==> config.mk <==
export PLATFORM = sky130hd
export DESIGN_NAME = scan_port_shadow_protocol
export DESIGN_NICKNAME = d
export VERILOG_FILES = /design/src/verilog/ack_transmitter.v /design/src/verilog/scan_port_shadow_protocol.v /design/src/verilog/tap_monitor.v
export VERILOG_INCLUDE_DIRS = /design/src /design/src/shared
export SDC_FILE = /design/constraint.sdc
export NUM_CORES = 1
export LEC_CHECK = 0
export ABC_AREA = 1
export BUFFER_PORTS_ARGS = -buffer_cell sky130_fd_sc_hd__buf_2
export CAP_MARGIN = 20
export CORE_ASPECT_RATIO = 0.9
export CORE_MARGIN = 2
export CORE_UTILIZATION = 45
export CTS_BUF_LIST = sky130_fd_sc_hd__clkbuf_4
export CTS_CLUSTER_DIAMETER = 80
export DETAILED_ROUTE_END_ITERATION = 10
export PLACE_DENSITY = 0.63
export RECOVER_POWER = 25
export SLEW_MARGIN = 30
export SYNTH_ARGS = -nofsm -noshare
export SYNTH_HDL_FRONTEND = slang
export SYNTH_HIERARCHICAL = 1
export SYNTH_SLANG_ARGS = --single-unit
==> constraint.sdc <==
create_clock -name aclk -period 4.25 [get_ports aclk]
set_clock_uncertainty 0.2 [all_clocks]
set_input_delay 0.85 -clock aclk [delete_from_list [all_inputs] [get_ports aclk]]
set_output_delay 0.85 -clock aclk [all_outputs]
set_load 0.01 [all_outputs]
==> src/shared/scan_port_defines.vh <==
// Constants shared by the scan-port addressing block
`ifndef SCAN_PORT_DEFINES_VH
`define SCAN_PORT_DEFINES_VH

// Bit-pair symbols, first bit in the high position
`define SYM_IDLE        2'b11
`define SYM_SELECT      2'b00
`define SYM_ONE         2'b01
`define SYM_ZERO        2'b10

// Message field sizes
`define ADDR_BITS       4'ha
`define ADDR_LONG       4'hb
`define CMD_GROUP_LAST  3'h5

// Acknowledge symbol sequence: I S A0..A9 S S C0..C5 S I
`define ACK_ADDR_FIRST  5'h02
`define ACK_ADDR_LAST   5'h0b
`define ACK_CMD_FIRST   5'h0e
`define ACK_CMD_LAST    5'h13
`define ACK_IDLE_LAST   5'h15
`define ACK_SYMS        5'h16

// TAP monitor state bit positions (one-hot)
`define TAP_TLR   0
`define TAP_RTI   1
`define TAP_SDR   2
`define TAP_CDR   3
`define TAP_SHD   4
`define TAP_E1D   5
`define TAP_PDR   6
`define TAP_E2D   7
`define TAP_UDR   8
`define TAP_SIR   9
`define TAP_CIR   10
`define TAP_SHI   11
`define TAP_E1I   12
`define TAP_PIR   13
`define TAP_E2I   14
`define TAP_UIR   15

// Protocol results
`define RES_NONE      3'h0
`define RES_NO_MATCH  3'h1
`define RES_MATCH     3'h2
`define RES_SOFT      3'h3
`define RES_HARD      3'h4
`define RES_TSYNC     3'h5
`define RES_RESET     3'h6

// Connect status codes
`define CONN_OFF      2'h0
`define CONN_ON       2'h1
`define CONN_RESET    2'h2
`define CONN_BYPASS   2'h3

// Register map (byte addresses) and fields
`define REG_CTRL      8'h00
`define REG_STATUS    8'h04
`define REG_RXDATA    8'h08
`define CTRL_RESET    1'h0
`define ST_CONN_LSB   4
`define ST_ACK_BIT    8
`define ST_RX_BIT     9
`define ST_TAP_LSB    16
`define RX_POS_LSB    16
`define RX_CFG_LSB    20
`define RESP_OKAY     2'h0
`define RESP_DECERR   2'h3

`endif

==> src/verilog/ack_transmitter.v <==
// Bit-pair serializer for the acknowledge message
`timescale 1ns/10ps
`default_nettype none
`include "scan_port_defines.vh"

module ack_transmitter (
  // Clock and reset
  input  wire        aclk,
  input  wire        aresetn,
  // Control
  input  wire        start,
  input  wire [15:0] value,
  input  wire        shift,
  input  wire        abort,
  // Serial side
  output reg         serial_q,
  output reg         oe_q,
  output reg         busy_q,
  output reg         done_q
);

  reg [4:0]  sidx_q;
  reg        half_q;
  reg [15:0] sr_q;
  wire       is_data;
  wire       is_idle;
  wire       bit_now;

  assign is_data = ((sidx_q >= `ACK_ADDR_FIRST) && (sidx_q <= `ACK_ADDR_LAST)) ||
                   ((sidx_q >= `ACK_CMD_FIRST) && (sidx_q <= `ACK_CMD_LAST));
  assign is_idle = (sidx_q == 5'h00) || (sidx_q == `ACK_IDLE_LAST);
  // One is low-high, zero high-low
  assign bit_now = is_data ? (half_q ? sr_q[0] : ~sr_q[0]) : is_idle;

  always @(posedge aclk)
  begin
    if (!aresetn)
    begin
      sidx_q   <= 5'h00;
      half_q   <= 1'b0;
      sr_q     <= 16'h0000;
      serial_q <= 1'b1;
      oe_q     <= 1'b0;
      busy_q   <= 1'b0;
      done_q   <= 1'b0;
    end
    else
    begin
      done_q <= 1'b0;
      if (abort)
      begin
        busy_q   <= 1'b0;
        oe_q     <= 1'b0;
        serial_q <= 1'b1;
      end
      else if (start)
      begin
        sidx_q <= 5'h00;
        half_q <= 1'b0;
        sr_q   <= value;
        busy_q <= 1'b1;
      end
      // Falling-edge updates give the master a settled level
      else if (busy_q && shift)
      begin
        if (sidx_q == `ACK_SYMS)
        begin
          busy_q   <= 1'b0;
          oe_q     <= 1'b0;
          serial_q <= 1'b1;
          done_q   <= 1'b1;
        end
        else
        begin
          serial_q <= bit_now;
          oe_q     <= 1'b1;
          half_q   <= ~half_q;
          if (half_q)
          begin
            sidx_q <= sidx_q + 5'h01;
            if (is_data)
              sr_q <= {1'b0, sr_q[15:1]};
          end
        end
      end
    end
  end

endmodule
`default_nettype wire

==> src/verilog/scan_port_shadow_protocol.v <==
// Addressing-message receiver, matcher and acknowledge control on the primary test port
`timescale 1ns/10ps
`default_nettype none
`include "scan_port_defines.vh"

module scan_port_shadow_protocol (
  // System clock and reset
  input  wire        aclk,
  input  wire        aresetn,
  // AXI4-Lite write address and data
  input  wire [7:0]  s_axi_awaddr,
  input  wire        s_axi_awvalid,
  output reg         s_axi_awready,
  input  wire [31:0] s_axi_wdata,
  input  wire [3:0]  s_axi_wstrb,
  input  wire        s_axi_wvalid,
  output reg         s_axi_wready,
  // AXI4-Lite write response
  output reg  [1:0]  s_axi_bresp,
  output reg         s_axi_bvalid,
  input  wire        s_axi_bready,
  // AXI4-Lite read
  input  wire [7:0]  s_axi_araddr,
  input  wire        s_axi_arvalid,
  output reg         s_axi_arready,
  output reg  [31:0] s_axi_rdata,
  output reg  [1:0]  s_axi_rresp,
  output reg         s_axi_rvalid,
  input  wire        s_axi_rready,
  // Primary test port pins
  input  wire        primary_test_clock,
  input  wire        primary_mode_select,
  input  wire        primary_serial_in,
  input  wire        primary_test_reset_n,
  output reg         primary_serial_out,
  output reg         primary_serial_out_oe,
  // Straps and bypass
  input  wire [9:0]  group_address_inputs,
  input  wire [2:0]  chain_position_inputs,
  input  wire [2:0]  bypass_config_inputs,
  // Secondary connection control
  output reg  [1:0]  connect_status_outputs,
  output reg  [2:0]  secondary_config,
  output reg  [2:0]  protocol_result
);

  localparam [5:0] M_WAIT = 6'h01;
  localparam [5:0] M_IDLE = 6'h02;
  localparam [5:0] M_ADDR = 6'h04;
  localparam [5:0] M_MID  = 6'h08;
  localparam [5:0] M_CMD  = 6'h10;
  localparam [5:0] M_END  = 6'h20;

  function rx_enabled;
    input [15:0] st;
    begin
      rx_enabled = st[`TAP_TLR] | st[`TAP_RTI] | st[`TAP_PDR] | st[`TAP_PIR];
    end
  endfunction

  function [1:0] reg_sel;
    input [7:0] a;
    begin
      case (a)
        `REG_CTRL:   reg_sel = 2'h1;
        `REG_STATUS: reg_sel = 2'h2;
        `REG_RXDATA: reg_sel = 2'h3;
        default:     reg_sel = 2'h0;
      endcase
    end
  endfunction

  // Two-stage pin synchronisers
  reg        ck_m, ck_s, ck_d;
  reg        di_m, di_s;
  reg        ms_m, ms_s;
  reg        rs_m, rs_s;
  reg [9:0]  ga_m, ga_s;
  reg [2:0]  po_m, po_s;
  reg [2:0]  by_m, by_s;

  always @(posedge aclk)
  begin
    ck_m <= primary_test_clock;
    ck_s <= ck_m;
    ck_d <= ck_s;
    di_m <= primary_serial_in;
    di_s <= di_m;
    ms_m <= primary_mode_select;
    ms_s <= ms_m;
    rs_m <= primary_test_reset_n;
    rs_s <= rs_m;
    ga_m <= group_address_inputs;
    ga_s <= ga_m;
    po_m <= chain_position_inputs;
    po_s <= po_m;
    by_m <= bypass_config_inputs;
    by_s <= by_m;
  end

  wire        tck_rise = ck_s & ~ck_d;
  wire        tck_fall = ~ck_s & ck_d;
  wire [15:0] tap_state;
  wire        ack_out, ack_oe, ack_busy, ack_done;

  tap_monitor u_tap (
    .aclk        (aclk),
    .aresetn     (aresetn),
    .force_tlr   (~rs_s),
    .step        (tck_rise),
    .mode_select (ms_s),
    .state_q     (tap_state)
  );

  // Receiver state
  reg [5:0]  msg_q;
  reg        half_q, first_q, run_q;
  reg        data_seen_q, addr_seen_q;
  reg [3:0]  acnt_q;
  reg        ones_q, zeros_q;
  reg [9:0]  addr_q;
  reg [2:0]  ccnt_q;
  reg [5:0]  cgrp_q;
  reg        cany_q, pos_hit_q;
  reg [2:0]  pos_q, cfg_q;
  reg [15:0] tap_prev_q;
  reg        eval_q, ack_start_q, bypass_q;
  reg [2:0]  result_q;
  reg [1:0]  conn_q;
  reg [2:0]  cfg_live_q;

  wire       enabled  = rx_enabled(tap_state);
  wire       pausing  = tap_state[`TAP_PDR] | tap_state[`TAP_PIR];
  wire       tap_chg  = (tap_state != tap_prev_q);
  wire       in_msg   = ~(msg_q[0] | msg_q[1]);
  wire       sym_v    = tck_rise & enabled & half_q;
  wire [1:0] sym      = {first_q, di_s};
  wire       s_idle   = (sym == `SYM_IDLE);
  wire       s_sel    = (sym == `SYM_SELECT);
  wire       s_data   = (sym == `SYM_ONE) | (sym == `SYM_ZERO);
  wire       d_bit    = (sym == `SYM_ONE);
  wire [5:0] grp_next = {d_bit, cgrp_q[5:1]};

  always @(posedge aclk)
  begin
    if (!aresetn)
    begin
      msg_q <= M_WAIT;
      half_q <= 1'b0;
      first_q <= 1'b1;
      run_q <= 1'b0;
      data_seen_q <= 1'b0;
      addr_seen_q <= 1'b0;
      acnt_q <= 4'h0;
      ones_q <= 1'b1;
      zeros_q <= 1'b1;
      addr_q <= 10'h000;
      ccnt_q <= 3'h0;
      cgrp_q <= 6'h00;
      cany_q <= 1'b0;
      pos_hit_q <= 1'b0;
      pos_q <= 3'h0;
      cfg_q <= 3'h0;
      tap_prev_q <= 16'h0001;
      eval_q <= 1'b0;
      ack_start_q <= 1'b0;
      result_q <= `RES_NONE;
      conn_q <= `CONN_OFF;
      cfg_live_q <= 3'h0;
    end
    else
    begin
      tap_prev_q <= tap_state;
      eval_q <= 1'b0;
      ack_start_q <= 1'b0;
      if (tap_chg && in_msg)
      begin
        msg_q <= M_WAIT;
        half_q <= 1'b0;
        run_q <= 1'b0;
        if (addr_seen_q)
        begin
          result_q <= `RES_HARD;
          conn_q <= `CONN_OFF;
        end
      end
      else if (!enabled)
      begin
        msg_q <= M_WAIT;
        half_q <= 1'b0;
        run_q <= 1'b0;
      end
      else if (tck_rise && !half_q)
      begin
        // Pair alignment is taken from the first low bit after idle
        if (msg_q == M_WAIT)
        begin
          run_q <= di_s;
          if (di_s && run_q)
            msg_q <= M_IDLE;
        end
        else if (msg_q != M_IDLE || !di_s)
        begin
          first_q <= di_s;
          half_q <= 1'b1;
        end
      end
      else if (sym_v)
      begin
        half_q <= 1'b0;
        case (msg_q)
          M_IDLE:
          begin
            if (s_sel)
            begin
              msg_q <= M_ADDR;
              data_seen_q <= 1'b0;
              addr_seen_q <= 1'b0;
              acnt_q <= 4'h0;
              ones_q <= 1'b1;
              zeros_q <= 1'b1;
              ccnt_q <= 3'h0;
              cany_q <= 1'b0;
              pos_hit_q <= 1'b0;
            end
            else if (!s_idle)
            begin
              result_q <= `RES_SOFT;
              msg_q <= M_WAIT;
              run_q <= 1'b0;
            end
          end
          M_ADDR:
          begin
            if (s_data)
            begin
              addr_q <= {d_bit, addr_q[9:1]};
              if (acnt_q != `ADDR_LONG)
                acnt_q <= acnt_q + 4'h1;
              ones_q <= ones_q & d_bit;
              zeros_q <= zeros_q & ~d_bit;
              data_seen_q <= 1'b1;
              addr_seen_q <= 1'b1;
            end
            else if (s_sel)
            begin
              if (acnt_q != 4'h0)
                msg_q <= M_MID;
            end
            else
            begin
              result_q <= data_seen_q ? `RES_HARD : `RES_SOFT;
              if (data_seen_q)
                conn_q <= `CONN_OFF;
              msg_q <= M_IDLE;
            end
          end
          M_MID, M_CMD, M_END:
          begin
            if (msg_q == M_MID && s_sel)
              msg_q <= M_CMD;
            else if (msg_q == M_CMD && s_data)
            begin
              cany_q <= 1'b1;
              cgrp_q <= grp_next;
              ccnt_q <= (ccnt_q == `CMD_GROUP_LAST) ? 3'h0 : ccnt_q + 3'h1;
              if (ccnt_q == `CMD_GROUP_LAST && grp_next[2:0] == po_s)
              begin
                pos_q <= grp_next[2:0];
                cfg_q <= grp_next[5:3];
                pos_hit_q <= 1'b1;
              end
            end
            else if (msg_q == M_CMD && s_sel)
              msg_q <= M_END;
            else if (msg_q == M_END && s_idle)
            begin
              result_q <= `RES_NO_MATCH;
              conn_q <= `CONN_OFF;
              eval_q <= 1'b1;
              msg_q <= M_IDLE;
            end
            else
            begin
              result_q <= `RES_HARD;
              conn_q <= `CONN_OFF;
              msg_q <= s_idle ? M_IDLE : M_WAIT;
              run_q <= 1'b0;
            end
          end
          default: msg_q <= M_WAIT;
        endcase
      end

      // Compare one cycle after the provisional clear
      if (eval_q)
      begin
        if (acnt_q < `ADDR_BITS)
          result_q <= `RES_HARD;
        else if (acnt_q == `ADDR_LONG)
        begin
          if (ones_q && pausing)
            result_q <= `RES_TSYNC;
          else if (zeros_q)
          begin
            result_q <= `RES_RESET;
            conn_q <= `CONN_RESET;
          end
          else
            result_q <= `RES_HARD;
        end
        else if (ccnt_q != 3'h0 || !cany_q)
          result_q <= `RES_HARD;
        else if (addr_q == ga_s && pos_hit_q)
        begin
          result_q <= `RES_MATCH;
          ack_start_q <= 1'b1;
        end
        // Else no-match stands
      end
      if (ack_done)
      begin
        conn_q <= `CONN_ON;
        cfg_live_q <= cfg_q;
      end
    end
  end

  ack_transmitter u_ack (
    .aclk    (aclk),
    .aresetn (aresetn),
    .start   (ack_start_q),
    .value   ({cfg_q, pos_q, addr_q}),
    .shift   (tck_fall),
    .abort   (~enabled),
    .serial_q(ack_out),
    .oe_q    (ack_oe),
    .busy_q  (ack_busy),
    .done_q  (ack_done)
  );

  // Every port leaves a flip-flop
  always @(posedge aclk)
  begin
    if (!aresetn)
    begin
      primary_serial_out <= 1'b1;
      primary_serial_out_oe <= 1'b0;
      connect_status_outputs <= `CONN_OFF;
      secondary_config <= 3'h0;
      protocol_result <= `RES_NONE;
    end
    else
    begin
      primary_serial_out <= ack_out;
      primary_serial_out_oe <= ack_oe;
      connect_status_outputs <= bypass_q ? `CONN_BYPASS : conn_q;
      secondary_config <= bypass_q ? by_s : cfg_live_q;
      protocol_result <= result_q;
    end
  end

  // AXI4-Lite slave, one access per channel
  reg        aw_full_q, w_full_q;
  reg [7:0]  awaddr_q;
  reg [31:0] wdata_q;
  reg [3:0]  wstrb_q;

  always @(posedge aclk)
  begin
    if (!aresetn)
    begin
      s_axi_awready <= 1'b0;
      s_axi_wready <= 1'b0;
      s_axi_bvalid <= 1'b0;
      s_axi_bresp <= `RESP_OKAY;
      aw_full_q <= 1'b0;
      w_full_q <= 1'b0;
      awaddr_q <= 8'h00;
      wdata_q <= 32'h00000000;
      wstrb_q <= 4'h0;
      bypass_q <= `CTRL_RESET;
    end
    else
    begin
      if (s_axi_awvalid && s_axi_awready)
      begin
        awaddr_q <= s_axi_awaddr;
        aw_full_q <= 1'b1;
        s_axi_awready <= 1'b0;
      end
      else if (!aw_full_q && !s_axi_bvalid)
        s_axi_awready <= 1'b1;
      if (s_axi_wvalid && s_axi_wready)
      begin
        wdata_q <= s_axi_wdata;
        wstrb_q <= s_axi_wstrb;
        w_full_q <= 1'b1;
        s_axi_wready <= 1'b0;
      end
      else if (!w_full_q && !s_axi_bvalid)
        s_axi_wready <= 1'b1;
      if (aw_full_q && w_full_q && !s_axi_bvalid)
      begin
        aw_full_q <= 1'b0;
        w_full_q <= 1'b0;
        s_axi_bvalid <= 1'b1;
        s_axi_bresp <= (reg_sel(awaddr_q) == 2'h0) ? `RESP_DECERR : `RESP_OKAY;
        if (reg_sel(awaddr_q) == 2'h1 && wstrb_q[0])
          bypass_q <= wdata_q[0];
      end
      else if (s_axi_bvalid && s_axi_bready)
        s_axi_bvalid <= 1'b0;
    end
  end

  always @(posedge aclk)
  begin
    if (!aresetn)
    begin
      s_axi_arready <= 1'b0;
      s_axi_rvalid <= 1'b0;
      s_axi_rdata <= 32'h00000000;
      s_axi_rresp <= `RESP_OKAY;
    end
    else if (s_axi_arvalid && s_axi_arready)
    begin
      s_axi_arready <= 1'b0;
      s_axi_rvalid <= 1'b1;
      s_axi_rresp <= `RESP_OKAY;
      case (reg_sel(s_axi_araddr))
        2'h1: s_axi_rdata <= {31'h00000000, bypass_q};
        2'h2: s_axi_rdata <= {tap_state, 6'h00, in_msg, ack_busy, 2'h0, conn_q, 1'b0, result_q};
        2'h3: s_axi_rdata <= {9'h000, cfg_q, 1'b0, pos_q, 6'h00, addr_q};
        default:
        begin
          s_axi_rdata <= 32'h00000000;
          s_axi_rresp <= `RESP_DECERR;
        end
      endcase
    end
    else if (s_axi_rvalid && s_axi_rready)
      s_axi_rvalid <= 1'b0;
    else if (!s_axi_rvalid)
      s_axi_arready <= 1'b1;
  end

endmodule
`default_nettype wire

==> src/verilog/tap_monitor.v <==
// Sixteen-state follower of the primary TAP controller
`timescale 1ns/10ps
`default_nettype none
`include "scan_port_defines.vh"

module tap_monitor (
  // Clock and reset
  input  wire        aclk,
  input  wire        aresetn,
  // Sampled primary TAP
  input  wire        force_tlr,
  input  wire        step,
  input  wire        mode_select,
  // Monitored state, one-hot
  output reg  [15:0] state_q
);

  localparam [15:0] TLR = 16'h0001 << `TAP_TLR;
  localparam [15:0] RTI = 16'h0001 << `TAP_RTI;
  localparam [15:0] SDR = 16'h0001 << `TAP_SDR;
  localparam [15:0] CDR = 16'h0001 << `TAP_CDR;
  localparam [15:0] SHD = 16'h0001 << `TAP_SHD;
  localparam [15:0] E1D = 16'h0001 << `TAP_E1D;
  localparam [15:0] PDR = 16'h0001 << `TAP_PDR;
  localparam [15:0] E2D = 16'h0001 << `TAP_E2D;
  localparam [15:0] UDR = 16'h0001 << `TAP_UDR;
  localparam [15:0] SIR = 16'h0001 << `TAP_SIR;
  localparam [15:0] CIR = 16'h0001 << `TAP_CIR;
  localparam [15:0] SHI = 16'h0001 << `TAP_SHI;
  localparam [15:0] E1I = 16'h0001 << `TAP_E1I;
  localparam [15:0] PIR = 16'h0001 << `TAP_PIR;
  localparam [15:0] E2I = 16'h0001 << `TAP_E2I;
  localparam [15:0] UIR = 16'h0001 << `TAP_UIR;

  reg [15:0] state_d;

  always @*
  begin
    case (state_q)
      TLR:     state_d = mode_select ? TLR : RTI;
      RTI:     state_d = mode_select ? SDR : RTI;
      SDR:     state_d = mode_select ? SIR : CDR;
      CDR:     state_d = mode_select ? E1D : SHD;
      SHD:     state_d = mode_select ? E1D : SHD;
      E1D:     state_d = mode_select ? UDR : PDR;
      PDR:     state_d = mode_select ? E2D : PDR;
      E2D:     state_d = mode_select ? UDR : SHD;
      UDR:     state_d = mode_select ? SDR : RTI;
      SIR:     state_d = mode_select ? TLR : CIR;
      CIR:     state_d = mode_select ? E1I : SHI;
      SHI:     state_d = mode_select ? E1I : SHI;
      E1I:     state_d = mode_select ? UIR : PIR;
      PIR:     state_d = mode_select ? E2I : PIR;
      E2I:     state_d = mode_select ? UIR : SHI;
      UIR:     state_d = mode_select ? SDR : RTI;
      default: state_d = TLR;
    endcase
  end

  always @(posedge aclk)
  begin
    if (!aresetn || force_tlr)
      state_q <= TLR;
    else if (step)
      state_q <= state_d;
  end

endmodule
`default_nettype wire
Word level (Yosys, flattened, before mapping). Cells that the tools add are included.

Register bits: 216. Bits in latches: 0. Memory bits (writable): 0. Memory bits (read-only): 0. Bits of input ports: 79. Word-level logic and storage cells: 394. Memories kept: 0.

Add/sub/neg operators: 3. Multiply operators: 0. Div/mod/pow operators: 0. $lt $le $gt $ge: 5. Eq/ne operators: 63. Shift operators: 0. Muxes and demuxes: 142. Bitwise logic cells: 32. Reductions and logical operators: 85.

Operators by type and width (number): one-hot mux 16 bit (12 select lines) (1); 2-to-1 mux 16 bit (7); one-hot mux 32 bit (3 select lines) (1); 2-to-1 mux 6 bit (13); 2-to-1 mux 3 bit (25); 2-to-1 mux 2 bit (27); 2-to-1 mux 1 bit (41); AND reduction 8 bit (3); logical AND 1 bit (23); inequality test 3 bit (second input constant) (7); AND reduction 7 bit (3); 2-to-1 mux 5 bit (4); inverter 1 bit (20); 2-to-1 mux 9 bit (2); one-hot mux 6 bit (3 select lines) (1); AND reduction 9 bit (2); nonzero test 2 bit (9); equality test 16 x 1 -> 1 bit (second input constant) (1); equality test 16 x 10 -> 1 bit (second input constant) (1); equality test 16 x 11 -> 1 bit (second input constant) (1); equality test 16 x 12 -> 1 bit (second input constant) (1); equality test 16 x 13 -> 1 bit (second input constant) (1); equality test 16 x 14 -> 1 bit (second input constant) (1); equality test 16 x 15 -> 1 bit (second input constant) (1); 68 further kinds (134).

Depth between registers and ports, before layout. Gate-level depths: netlist (run 1).

Depth in word-level cells: 16. Depth in mapped cells: 16.

Hierarchy. The synthesis (run 1) kept the hierarchy.

Modules (own cells, without submodules): scan_port_shadow_protocol (times used 1, cells each 871, area an instance 6775.2 sq um, sequential area each 3303.2 sq um); ack_transmitter (times used 1, cells each 234, area an instance 1516.5 sq um, sequential area each 520.5 sq um); tap_monitor (times used 1, cells each 160, area an instance 1037.2 sq um, sequential area each 320.3 sq um).

Worst setup path after synthesis (run 1). OpenSTA, ideal clock, no wires.

Path type: input port to flip-flop. From: input s_axi_araddr[1]. To: register s_axi_rdata[16]. Arrival: 2008 ps. Path slack: 1982 ps. Stages on the path: 10. Path buffers: 0. Cells stage by stage: nor2_1 -> inv_1 -> nor2_1 -> inv_1 -> nor3_1 -> nand2_1 -> nand2_1 -> nand2_1 -> inv_1 -> a32o_1.

Word-level cells in the longest chain between the ends: 6. Elaborated cells on any way between the ends: 10. Classes of those cells: eq/ne (5); mux (4); reduce/logical (1).

Ends and longest elaborated chain: start: declaration (RTL line scan_port_shadow_protocol.v:23) `input wire [7:0] s_axi_araddr,`; equality test 8 x 4 -> 1 bit (tied with other cells) (RTL line scan_port_shadow_protocol.v:64) `case (a)`; one-hot mux 2 bit (3 select lines) * (RTL line scan_port_shadow_protocol.v:64); 2-to-1 mux 2 bit * (RTL line scan_port_shadow_protocol.v:426) `else if (s_axi_arvalid && s_axi_arready)`; 2-to-1 mux 2 bit * (RTL line scan_port_shadow_protocol.v:419) `if (!aresetn)`; equality test 2 bit or equality test 2 x 1 -> 1 bit (tied branches) (RTL line scan_port_shadow_protocol.v:431) `case (reg_sel(s_axi_araddr))`; one-hot mux 32 bit (3 select lines) * (RTL line scan_port_shadow_protocol.v:431); end signal: assignment (RTL line scan_port_shadow_protocol.v:432) `2'h1: s_axi_rdata <= {31'h00000000, bypass_q};`; end signal: assignment (RTL line scan_port_shadow_protocol.v:433) `2'h2: s_axi_rdata <= {tap_state, 6'h00, in_msg, ack_busy, 2'h0, conn_q, 1'b0, result_q};`; end signal: assignment (RTL line scan_port_shadow_protocol.v:434) `2'h3: s_axi_rdata <= {9'h000, cfg_q, 1'b0, pos_q, 6'h00, addr_q};`; end: declaration (RTL line scan_port_shadow_protocol.v:26) `output reg [31:0] s_axi_rdata,`.

Mark *: on every way between the ends. The rest lies on a longest branch, timed or not. The select of a mux whose other input is x is not followed. A chain may end at the register's enable or synchronous reset.

Worst setup path in the final report (run 1).
From: input aresetn. To: register msg_q[0].

Word-level cells in the longest chain between the ends: 2.

Ends and longest elaborated chain: start: declaration (RTL line scan_port_shadow_protocol.v:9) `input wire aresetn,`; inverter 1 bit (no line); OR reduction 3 bit (no line); end signal: assignment (RTL line scan_port_shadow_protocol.v:287) `msg_q <= s_idle ? M_IDLE : M_WAIT;`; end: declaration (RTL line scan_port_shadow_protocol.v:116) `reg [5:0] msg_q;`.

No other way between the ends.

==> flow_summary.yaml, run 1 <==
clock_network:
  cts_tree: "yes"
  clk_latency_ns: 0.66
  cts-resized-gates: 0
  cts_sinks: 207
  h-tree-depth: 2
  root_buffer: "clkbuf_4"
  cts_buffers: 54
  path_clk_slew_ns: 0.07
  clockBufferDepth: 3
  holdBufCountCts: 0
  postCtsSetupRepairBufs: 0
die:
  rows: 49
  design.core.area_sq_um: 20200
  ios: 130
  dieHeight_microns: 141
  dieWidth_microns: 156
  start_util: 0.463
  die_area_sq_um: 21900
power:
  p_per_area_nw_per_um2: 363
  peakVddDrop_mv: 0.230
  p_leak_nw: 4.85
  p_total_mw: 3.82
sta:
  worst_slew_pin_slew_ns: 1.47
  drv_slew: 0
  period_share: 0.734
  setup_viol: 0
  rsz0062_at_grt: "no"
  min_period_ns: 3.12
  hold_violations: 0
  slew_headroom: 0.0190
  max_clock_freq_mhz: 321
  fin_tns_setup_ns: 0
  holdWs_ns: 0.0859
place:
  hpwl_mm: 15.8
  io_buffers: 89
  gp_congestion: 0.865
  placed_area_sq_um: 9870
critical_path:
  worstSetupPathType: "input pin to register"
  path_max_fanout: 31
  arrival_ns: 3.44
  critPathLaunchType: "input pin"
  endpoint_kind: "register"
  required_ns: 4.57
detailed_routing:
  routedWlPerCell_microns: 13.2
  vias: 8305
  drt-initial-drc-count: 553
  drt-vias-per-instance: 4.98
  drc_errors: 0
  drt-total-wl_mm: 22.1
  ant_nets: 0
  drt_first_pass_iters: 5
grt:
  grt_pass1_wl_mm: 37.0
  grt_max_degree: 63
  antenna_found_initial: 1
  grt-ovfl-total: 0
  grt_pass1_vias: 7669
  grtUsageTotal: 0.205
finish:
  nets: 1465
  nFillCells: 2020
  stdcell_area_sq_um: 10500
  utilization: 0.521
  mostFrequentLayoutCell: "nand2_1"
  area_growth_pct: 12.6
  layout_common_cells: "nand2_1, dfxtp_1, inv_1, nor2_1, a21oi_1"
  drive_above_1_share: 0.179
synthesis:
  synthFlopType: "dfxtp_1"
  netlist_area_sq_um: 9330
  synth.distinct_cells: 49
  synth_area_leader_cell: "dfxtp_1"
  ys_warn_count: 6
  synth_edf_count: 0
  synth_top_area_share: 0.444
  synthCells: 1265
  syn_area_per_cell_sq_um: 7.37
  async_reset_ff_frac: 0
  ys_ff_latch: 207
  seq_area_frac_synth: 0.444
  ys_top_cells_by_area: "dfxtp_1, nand2_1, inv_1"
run_status:
  status: "finished clean"
worst_hold_path:
  hold_class: "input pin to register"
run:
  maxCapViolCount: 0
==> cell usage after synthesis (5+ instances only) <==
library cell / count
inv_1: 174
o21ai_1: 15
nor2_4: 10
inv_2: 12
a32o_1: 8
o211ai_1: 6
nand4_1: 23
o22ai_1: 8
nand2_4: 8
nor2_1: 144
nand2_2: 8
xor2_1: 7
clkbuf_1: 21
or2_2: 10
o21ai_0: 72
dfxtp_1: 207
ha_1: 10
nor3_1: 8
xnor2_1: 5
buf_4: 10
nand2_1: 260
nand3_1: 81
a21oi_1: 89
nor2_2: 11
nor3_2: 5
buf_6: 8
==> metal layers <==
metal,vias up,global-route usage,wire length (microns)
met4,0,0.0686,459
met3,40,0.0415,1110
li1,4303,-,-
met2,181,0.319,9750
met1,3781,0.285,10800
met5,-,0,0
==> worst paths after layout <==
kind | startpoint | endpoint | slack, ns | depth (start not counted)
max | aresetn | msg_q[0] | 1.13 | 7
min reg2reg | di_m | di_s | 0.12 | 0
min | group_address_inputs[7] | ga_m[7] | 0.09 | 1
max reg2reg | msg_q[0] | acnt_q[0] | 1.68 | 8
==> report_power, final <==
group          total [mW]  switching [mW]  internal, mW
clock network        1.63           0.796         0.829
registers            2.00          0.0215          1.98
logic               0.191           0.131        0.0604
total                3.82           0.948          2.87
==> final cells by class <==
| class | instances | area, sq um | area share |
|---|---|---|---|
| Timing Repair Buffer | 95 | 485 | 0.0462 |
| Multi-Input combinational cell | 832 | 4210 | 0.401 |
| Sequential cell | 207 | 4140 | 0.394 |
| Clock inverter | 16 | 66.3 | 0.00631 |
| Clock buffer | 77 | 578 | 0.0550 |
| Tap cell | 255 | 319 | 0.0304 |
| Antenna cell | 1 | 2.50 | 0.000238 |
| Inverter | 186 | 698 | 0.0664 |
==> critical path: stages <==
cell,delay [ns]
clkbuf_1,1.00
inv_1,0.09
clkbuf_1,0.63
nor2_1,0.43
inv_1,0.19
a21oi_1,0.17
nand2_1,0.07
==> metrics by stage <==
| stage | worst slack [ns] | std cells |
|---|---|---|
| global placement | 1.15 | 1575 |
| floorplan | 1.98 | 1270 |
| CTS | 1.71 | 1668 |
| finish | 1.13 | 1669 |
| detailed placement | 1.16 | 1575 |
| global route | 0.938 | 1669 |
==> kinds of logic after synthesis <==
logic type,share of synthesized area
compound gates,0.131
xor+xnor,0.0113
fa+ha+maj,0.0134
buf+inv,0.106
flops,0.444
other cells,0.000402
simple gates,0.294
==> sequential cells by signal, summed over array words and instances, names as in the netlist, 4 cells and up <==
register and count:
ga_s 10, ga_m 10, u_ack/sr_q 16, u_ack/sidx_q 5
u_tap/state_q 16, s_axi_rdata 26, acnt_q 4, addr_q 10
awaddr_q 8, msg_q 6, cgrp_q 5, tap_prev_q 16
Note: power is estimated with default switching activity, not from simulation.
==> run 2, diff against run 1 <==
--- a/config.mk
+++ b/config.mk
@@ -6,7 +6,7 @@
 export SDC_FILE = /design/constraint.sdc
 export NUM_CORES = 1
 export LEC_CHECK = 0
-export ABC_AREA = 1
+export ABC_AREA = 0
 export BUFFER_PORTS_ARGS = -buffer_cell sky130_fd_sc_hd__buf_2
 export CAP_MARGIN = 20
 export CORE_ASPECT_RATIO = 0.9
==> constraint.sdc (replaced) <==
create_clock -name aclk -period 3 [get_ports aclk]
set_clock_uncertainty 0.2 [all_clocks]
set_input_delay 0.6 -clock aclk [delete_from_list [all_inputs] [get_ports aclk]]
set_output_delay 0.6 -clock aclk [all_outputs]
set_load 0.01 [all_outputs]
==> flow_summary.yaml, run 2 <==
detailed_routing:
  drt_first_pass_iters: 6
  drt-total-wl_mm: 22.4
  drc_errors: 0
  drt-vias-per-instance: 5.28
  routedWlPerCell_microns: 15.7
  vias: 7541
  ant_nets: 0
  drt-initial-drc-count: 451
place:
  post-place-cells: 1301
  placed_area_sq_um: 9770
  io_buffers: 89
  hpwl_mm: 15.4
  dp_slack_ns: 0.344
  gp_congestion: 0.885
finish:
  mostFrequentLayoutCell: "dfxtp_1"
  stdcell_area_sq_um: 10700
  instances_no_fill: 1427
  nets: 1224
  layout_common_cells: "dfxtp_1, nand2_1, buf_2, nor2_1, clkbuf_4"
  drive_above_1_share: 0.203
  regMostFlops: "s_axi_rdata"
  utilization: 0.538
  area_growth_pct: 17.8
  largest_reg_flops: 26
die:
  start_util: 0.457
  die_area_sq_um: 21300
  dieWidth_microns: 154
  design.core.area_sq_um: 19900
  dieHeight_microns: 139
  rows: 49
  ios: 130
synthesis:
  ys_warn_count: 6
  ys_ff_latch: 207
  synth_commonest_cells: "dfxtp_1, nand2_1, nor2_1"
  synth_area_leader_cell: "dfxtp_1"
  seq_area_frac_synth: 0.457
  async_reset_ff_frac: 0
  synth.distinct_cells: 88
  syn_area_per_cell_sq_um: 9.21
  synth.most_common_cell: "dfxtp_1"
  synth_edf_count: 0
  synthCells: 986
  netlist_area_sq_um: 9080
  synth_top_area_share: 0.457
  ys_top_cells_by_area: "dfxtp_1, mux2i_1, nand2_1"
  synthFlopType: "dfxtp_1"
clock_network:
  root_buffer: "clkbuf_4"
  cts_sinks: 207
  path_clk_slew_ns: 0.06
  clockBufferDepth: 3
  cts_tree: "yes"
  cts_buffers: 52
  h-tree-depth: 2
  postCtsSetupRepairBufs: 0
  clk_latency_ns: 0.69
sta:
  min_period_ns: 2.69
  fin_tns_setup_ns: 0
  max_clock_freq_mhz: 372
  slew_headroom: 0.176
  setup_viol: 0
  rsz0062_at_grt: "no"
  hold_violations: 0
  drv_slew: 0
  worst_slew_pin_slew_ns: 1.24
  setup_slack_ns: 0.310
  period_share: 0.897
  holdWs_ns: 0.0298
power:
  p_leak_nw: 4.27
  p_total_mw: 5.27
  p_per_area_nw_per_um2: 493
  peakVddDrop_mv: 0.359
grt:
  grt_pass1_vias: 7023
  grt_max_degree: 67
  grt-ovfl-total: 0
  antenna_found_initial: 1
  grtUsageTotal: 0.205
  grt_pass1_wl_mm: 35.9
run_status:
  status: "finished clean"
critical_path:
  required_ns: 3.32
  rr_startpoint: "di_s"
  crit_start: "di_s"
  endpoint_kind: "register"
  path_max_fanout: 7
  arrival_ns: 3.01
  critPathLaunchType: "register"
  worstSetupPathType: "register to register"
run:
  maxCapViolCount: 0
worst_hold_path:
  hold_class: "input pin to register"
  min_from: "s_axi_rready"
-- run 2: report_power, final --
| part | internal (mW) | switching [mW] |
|---|---|---|
| clock | 1.04 | 1.14 |
| combinational | 0.108 | 0.145 |
| sequential | 2.80 | 0.0345 |
| total | 3.95 | 1.32 |
-- run 2: kinds of logic (layout without fill, tap and decap cells) --
logic type | after synthesis | after routing | synth area share
AO/OA/AOI/OAI | 175 | 175 | 0.136
adder cells (fa/ha/maj) | 10 | 10 | 0.0138
flip-flops | 207 | 207 | 0.457
other | 1 | 8 | 0.000413
AND/OR/NAND/NOR | 401 | 401 | 0.233
multiplexers | 64 | 64 | 0.0725
buffers and inverters | 86 | 265 | 0.0467
XOR/XNOR | 42 | 42 | 0.0405
-- run 2: worst max-delay path, cell delays in order, from the launching register on --
cell and delay, ns:
dfxtp_1 0.45, inv_1 0.09, ha_1 0.31, nand3b_1 0.12
a2111oi_4 0.50, and4_1 0.25, o21a_1 0.34, mux2i_1 0.23
nor2_1 0.05
-- run 2: layout make-up --
class / count / area (sq um)
Inverter: 20 / 75.1
Timing Repair Buffer: 156 / 1020
Clock inverter: 23 / 105
Tap cell: 255 / 319
Clock buffer: 66 / 495
Antenna cell: 2 / 5.00
Multi-Input combinational cell: 698 / 4530
Fill cell: 1875 / 9170
Sequential cell: 207 / 4140
-- run 2: repair_timing --
item                                    CTS  global route
endpoints found under the setup margin    0             0
hold buffers                             34             0
endpoints found under the hold margin    32             0
gates resized for setup                   0             0
-- run 2: final timing paths --
kind	to	cells after the start	slack, ns
setup / recovery	pos_q[0]	8	0.31
hold / removal	s_axi_rvalid	3	0.03
setup reg to reg	pos_q[0]	8	0.31
hold reg to reg	by_s[0]	0	0.12
-- run 2: layer usage --
layer / up-vias / wire length, microns / GRT usage
li1: 3812 / - / -
met1: 3478 / 10600 / 0.280
met2: 204 / 10200 / 0.329
met3: 47 / 1150 / 0.0394
met4: 0 / 446 / 0.0662
met5: - / 0 / 0
==> run 3, diff against run 2 <==
--- a/config.mk
+++ b/config.mk
@@ -10,12 +10,11 @@
 export BUFFER_PORTS_ARGS = -buffer_cell sky130_fd_sc_hd__buf_2
 export CAP_MARGIN = 20
 export CORE_ASPECT_RATIO = 0.9
-export CORE_MARGIN = 2
-export CORE_UTILIZATION = 45
+export CORE_UTILIZATION = 59
 export CTS_BUF_LIST = sky130_fd_sc_hd__clkbuf_4
 export CTS_CLUSTER_DIAMETER = 80
 export DETAILED_ROUTE_END_ITERATION = 10
-export PLACE_DENSITY = 0.63
+export PLACE_DENSITY = 0.8
 export RECOVER_POWER = 25
 export SLEW_MARGIN = 30
 export SYNTH_ARGS = -nofsm -noshare
==> flow_summary.yaml, run 3 (synthesis results as in run 2) <==
place:
  io_buffers: 89
  dp_slack_ns: 0.384
  placed_area_sq_um: 9670
  hpwl_mm: 14.3
  gp_congestion: 0.943
detailed_routing:
  routedWlPerCell_microns: 15.8
  drt-vias-per-instance: 5.68
  drc_errors: 0
  drt-total-wl_mm: 21.5
  vias: 7734
  ant_nets: 0
  drt-initial-drc-count: 668
  drt_first_pass_iters: 6
grt:
  grt-ovfl-total: 0
  antenna_found_initial: 1
  use_met2: 0.436
  grt_pass1_wl_mm: 35.1
  grtUsageTotal: 0.274
  grt.met3_usage: 0.0541
  grt_pass1_vias: 7126
  gr-max-usage-layer: "met2"
  grtUsageMet1: 0.363
  grt_max_degree: 29
critical_path:
  arrival_ns: 3.08
  cp_slowest_cell: "a2111oi_4"
  slowest_delay_ns: 0.47
  path_max_fanout: 7
  path_cells: "inv_1 > ha_1 > nand3b_1 > a2111oi_4 > and4_1 > o21a_1 > mux2i_1 > nor2_1"
  endpoint_kind: "register"
  worstSetupPathType: "register to register"
  critPathLaunchType: "register"
  required_ns: 3.33
sta:
  rsz0062_at_grt: "no"
  drv_slew: 0
  fin_tns_setup_ns: 0
  slew_headroom: 0.260
  max_clock_freq_mhz: 363
  setup_viol: 0
  setup_slack_ns: 0.247
  hold_violations: 0
  period_share: 0.918
  min_period_ns: 2.75
  worst_slew_pin_slew_ns: 1.11
  holdWs_ns: 0.0489
clock_network:
  clk_latency_ns: 0.67
  cts_tree: "yes"
  clockBufferDepth: 3
  root_buffer: "clkbuf_4"
  cts_sinks: 207
  h-tree-depth: 2
  path_clk_slew_ns: 0.07
  cts_buffers: 49
power:
  switching_share: 0.239
  seq_power_share: 0.531
  peakVddDrop_mv: 0.458
  p_total_mw: 5.33
  p_leak_nw: 4.26
  p_comb_frac: 0.048
  netSwitchingPower_mw: 1.28
  p_per_area_nw_per_um2: 503
  p_int_mw: 4.05
  power_frac_clock: 0.421
die:
  start_util: 0.610
  dieWidth_microns: 133
  rows: 42
  ios: 130
  design.core.area_sq_um: 14900
  dieHeight_microns: 120
  die_area_sq_um: 15900
run:
  maxCapViolCount: 0
finish:
  mostFrequentLayoutCell: "dfxtp_1"
  nets: 1215
  stdcell_area_sq_um: 10600
  drive_above_1_share: 0.206
  layout_common_cells: "dfxtp_1, nand2_1, buf_2, nor2_1, clkbuf_4"
  regMostFlops: "s_axi_rdata"
  largest_reg_flops: 26
  area_growth_pct: 16.7
worst_hold_path:
  hold_class: "input pin to register"
run_status:
  status: "finished clean"
-- run 3: metal layers --
metal	vias to the layer above	wire length, microns
li1	3799	-
met1	3573	9350
met2	312	10000
met3	50	1540
met4	0	565
met5	-	0
-- run 3: metrics by stage --
step                instances   util
global route             1362  0.712
detailed placement       1242  0.650
finish                   1362  0.712
global placement         1242  0.650
floorplan                 991      -
CTS                      1361  0.713
-- run 3: final cells by class --
class                           instances  area, sq um
Inverter                               20         75.1
Clock inverter                         13         63.8
Antenna cell                            1         2.50
Multi-Input combinational cell        698         4530
Timing Repair Buffer                  150          963
Sequential cell                       207         4140
Fill cell                            1144         4280
Tap cell                              198          248
Clock buffer                           75          563
-- run 3: final timing paths --
kind / startpoint / end / slack (ns) / cells after the start
worst max register to register: di_s / pos_q[0] / 0.25 / 8
worst min-delay path: s_axi_awaddr[2] / awaddr_q[2] / 0.05 / 3
worst min register to register: rs_m / rs_s / 0.13 / 0
worst max-delay path: di_s / pos_q[0] / 0.25 / 8
-- run 3: power groups by stage --
stage,logic (mW),clock network [mW],registers (mW)
floorplan,0.143,0,2.89
global placement,0.216,0,2.89
detailed placement,0.219,0,2.89
CTS,0.251,2.29,2.83
global route,0.280,2.46,2.84
finish,0.254,2.24,2.83
-- run 3: worst max-delay path: cells and delay by family (launching register included) --
family | cells | cell delay (ns)
AO/OA/AOI/OAI | 2 | 0.84
multiplexers | 1 | 0.30
flip-flops | 1 | 0.45
adder cells (fa/ha/maj) | 1 | 0.31
AND/OR/NAND/NOR | 3 | 0.43
buffers and inverters | 1 | 0.09
-- run 3: repair_timing --
action,CTS,global route
gates resized for setup,0,0
buffers inserted,0,0
hold buffers,31,0
hold endpoints to repair,31,0
endpoints found under the setup margin,0,0
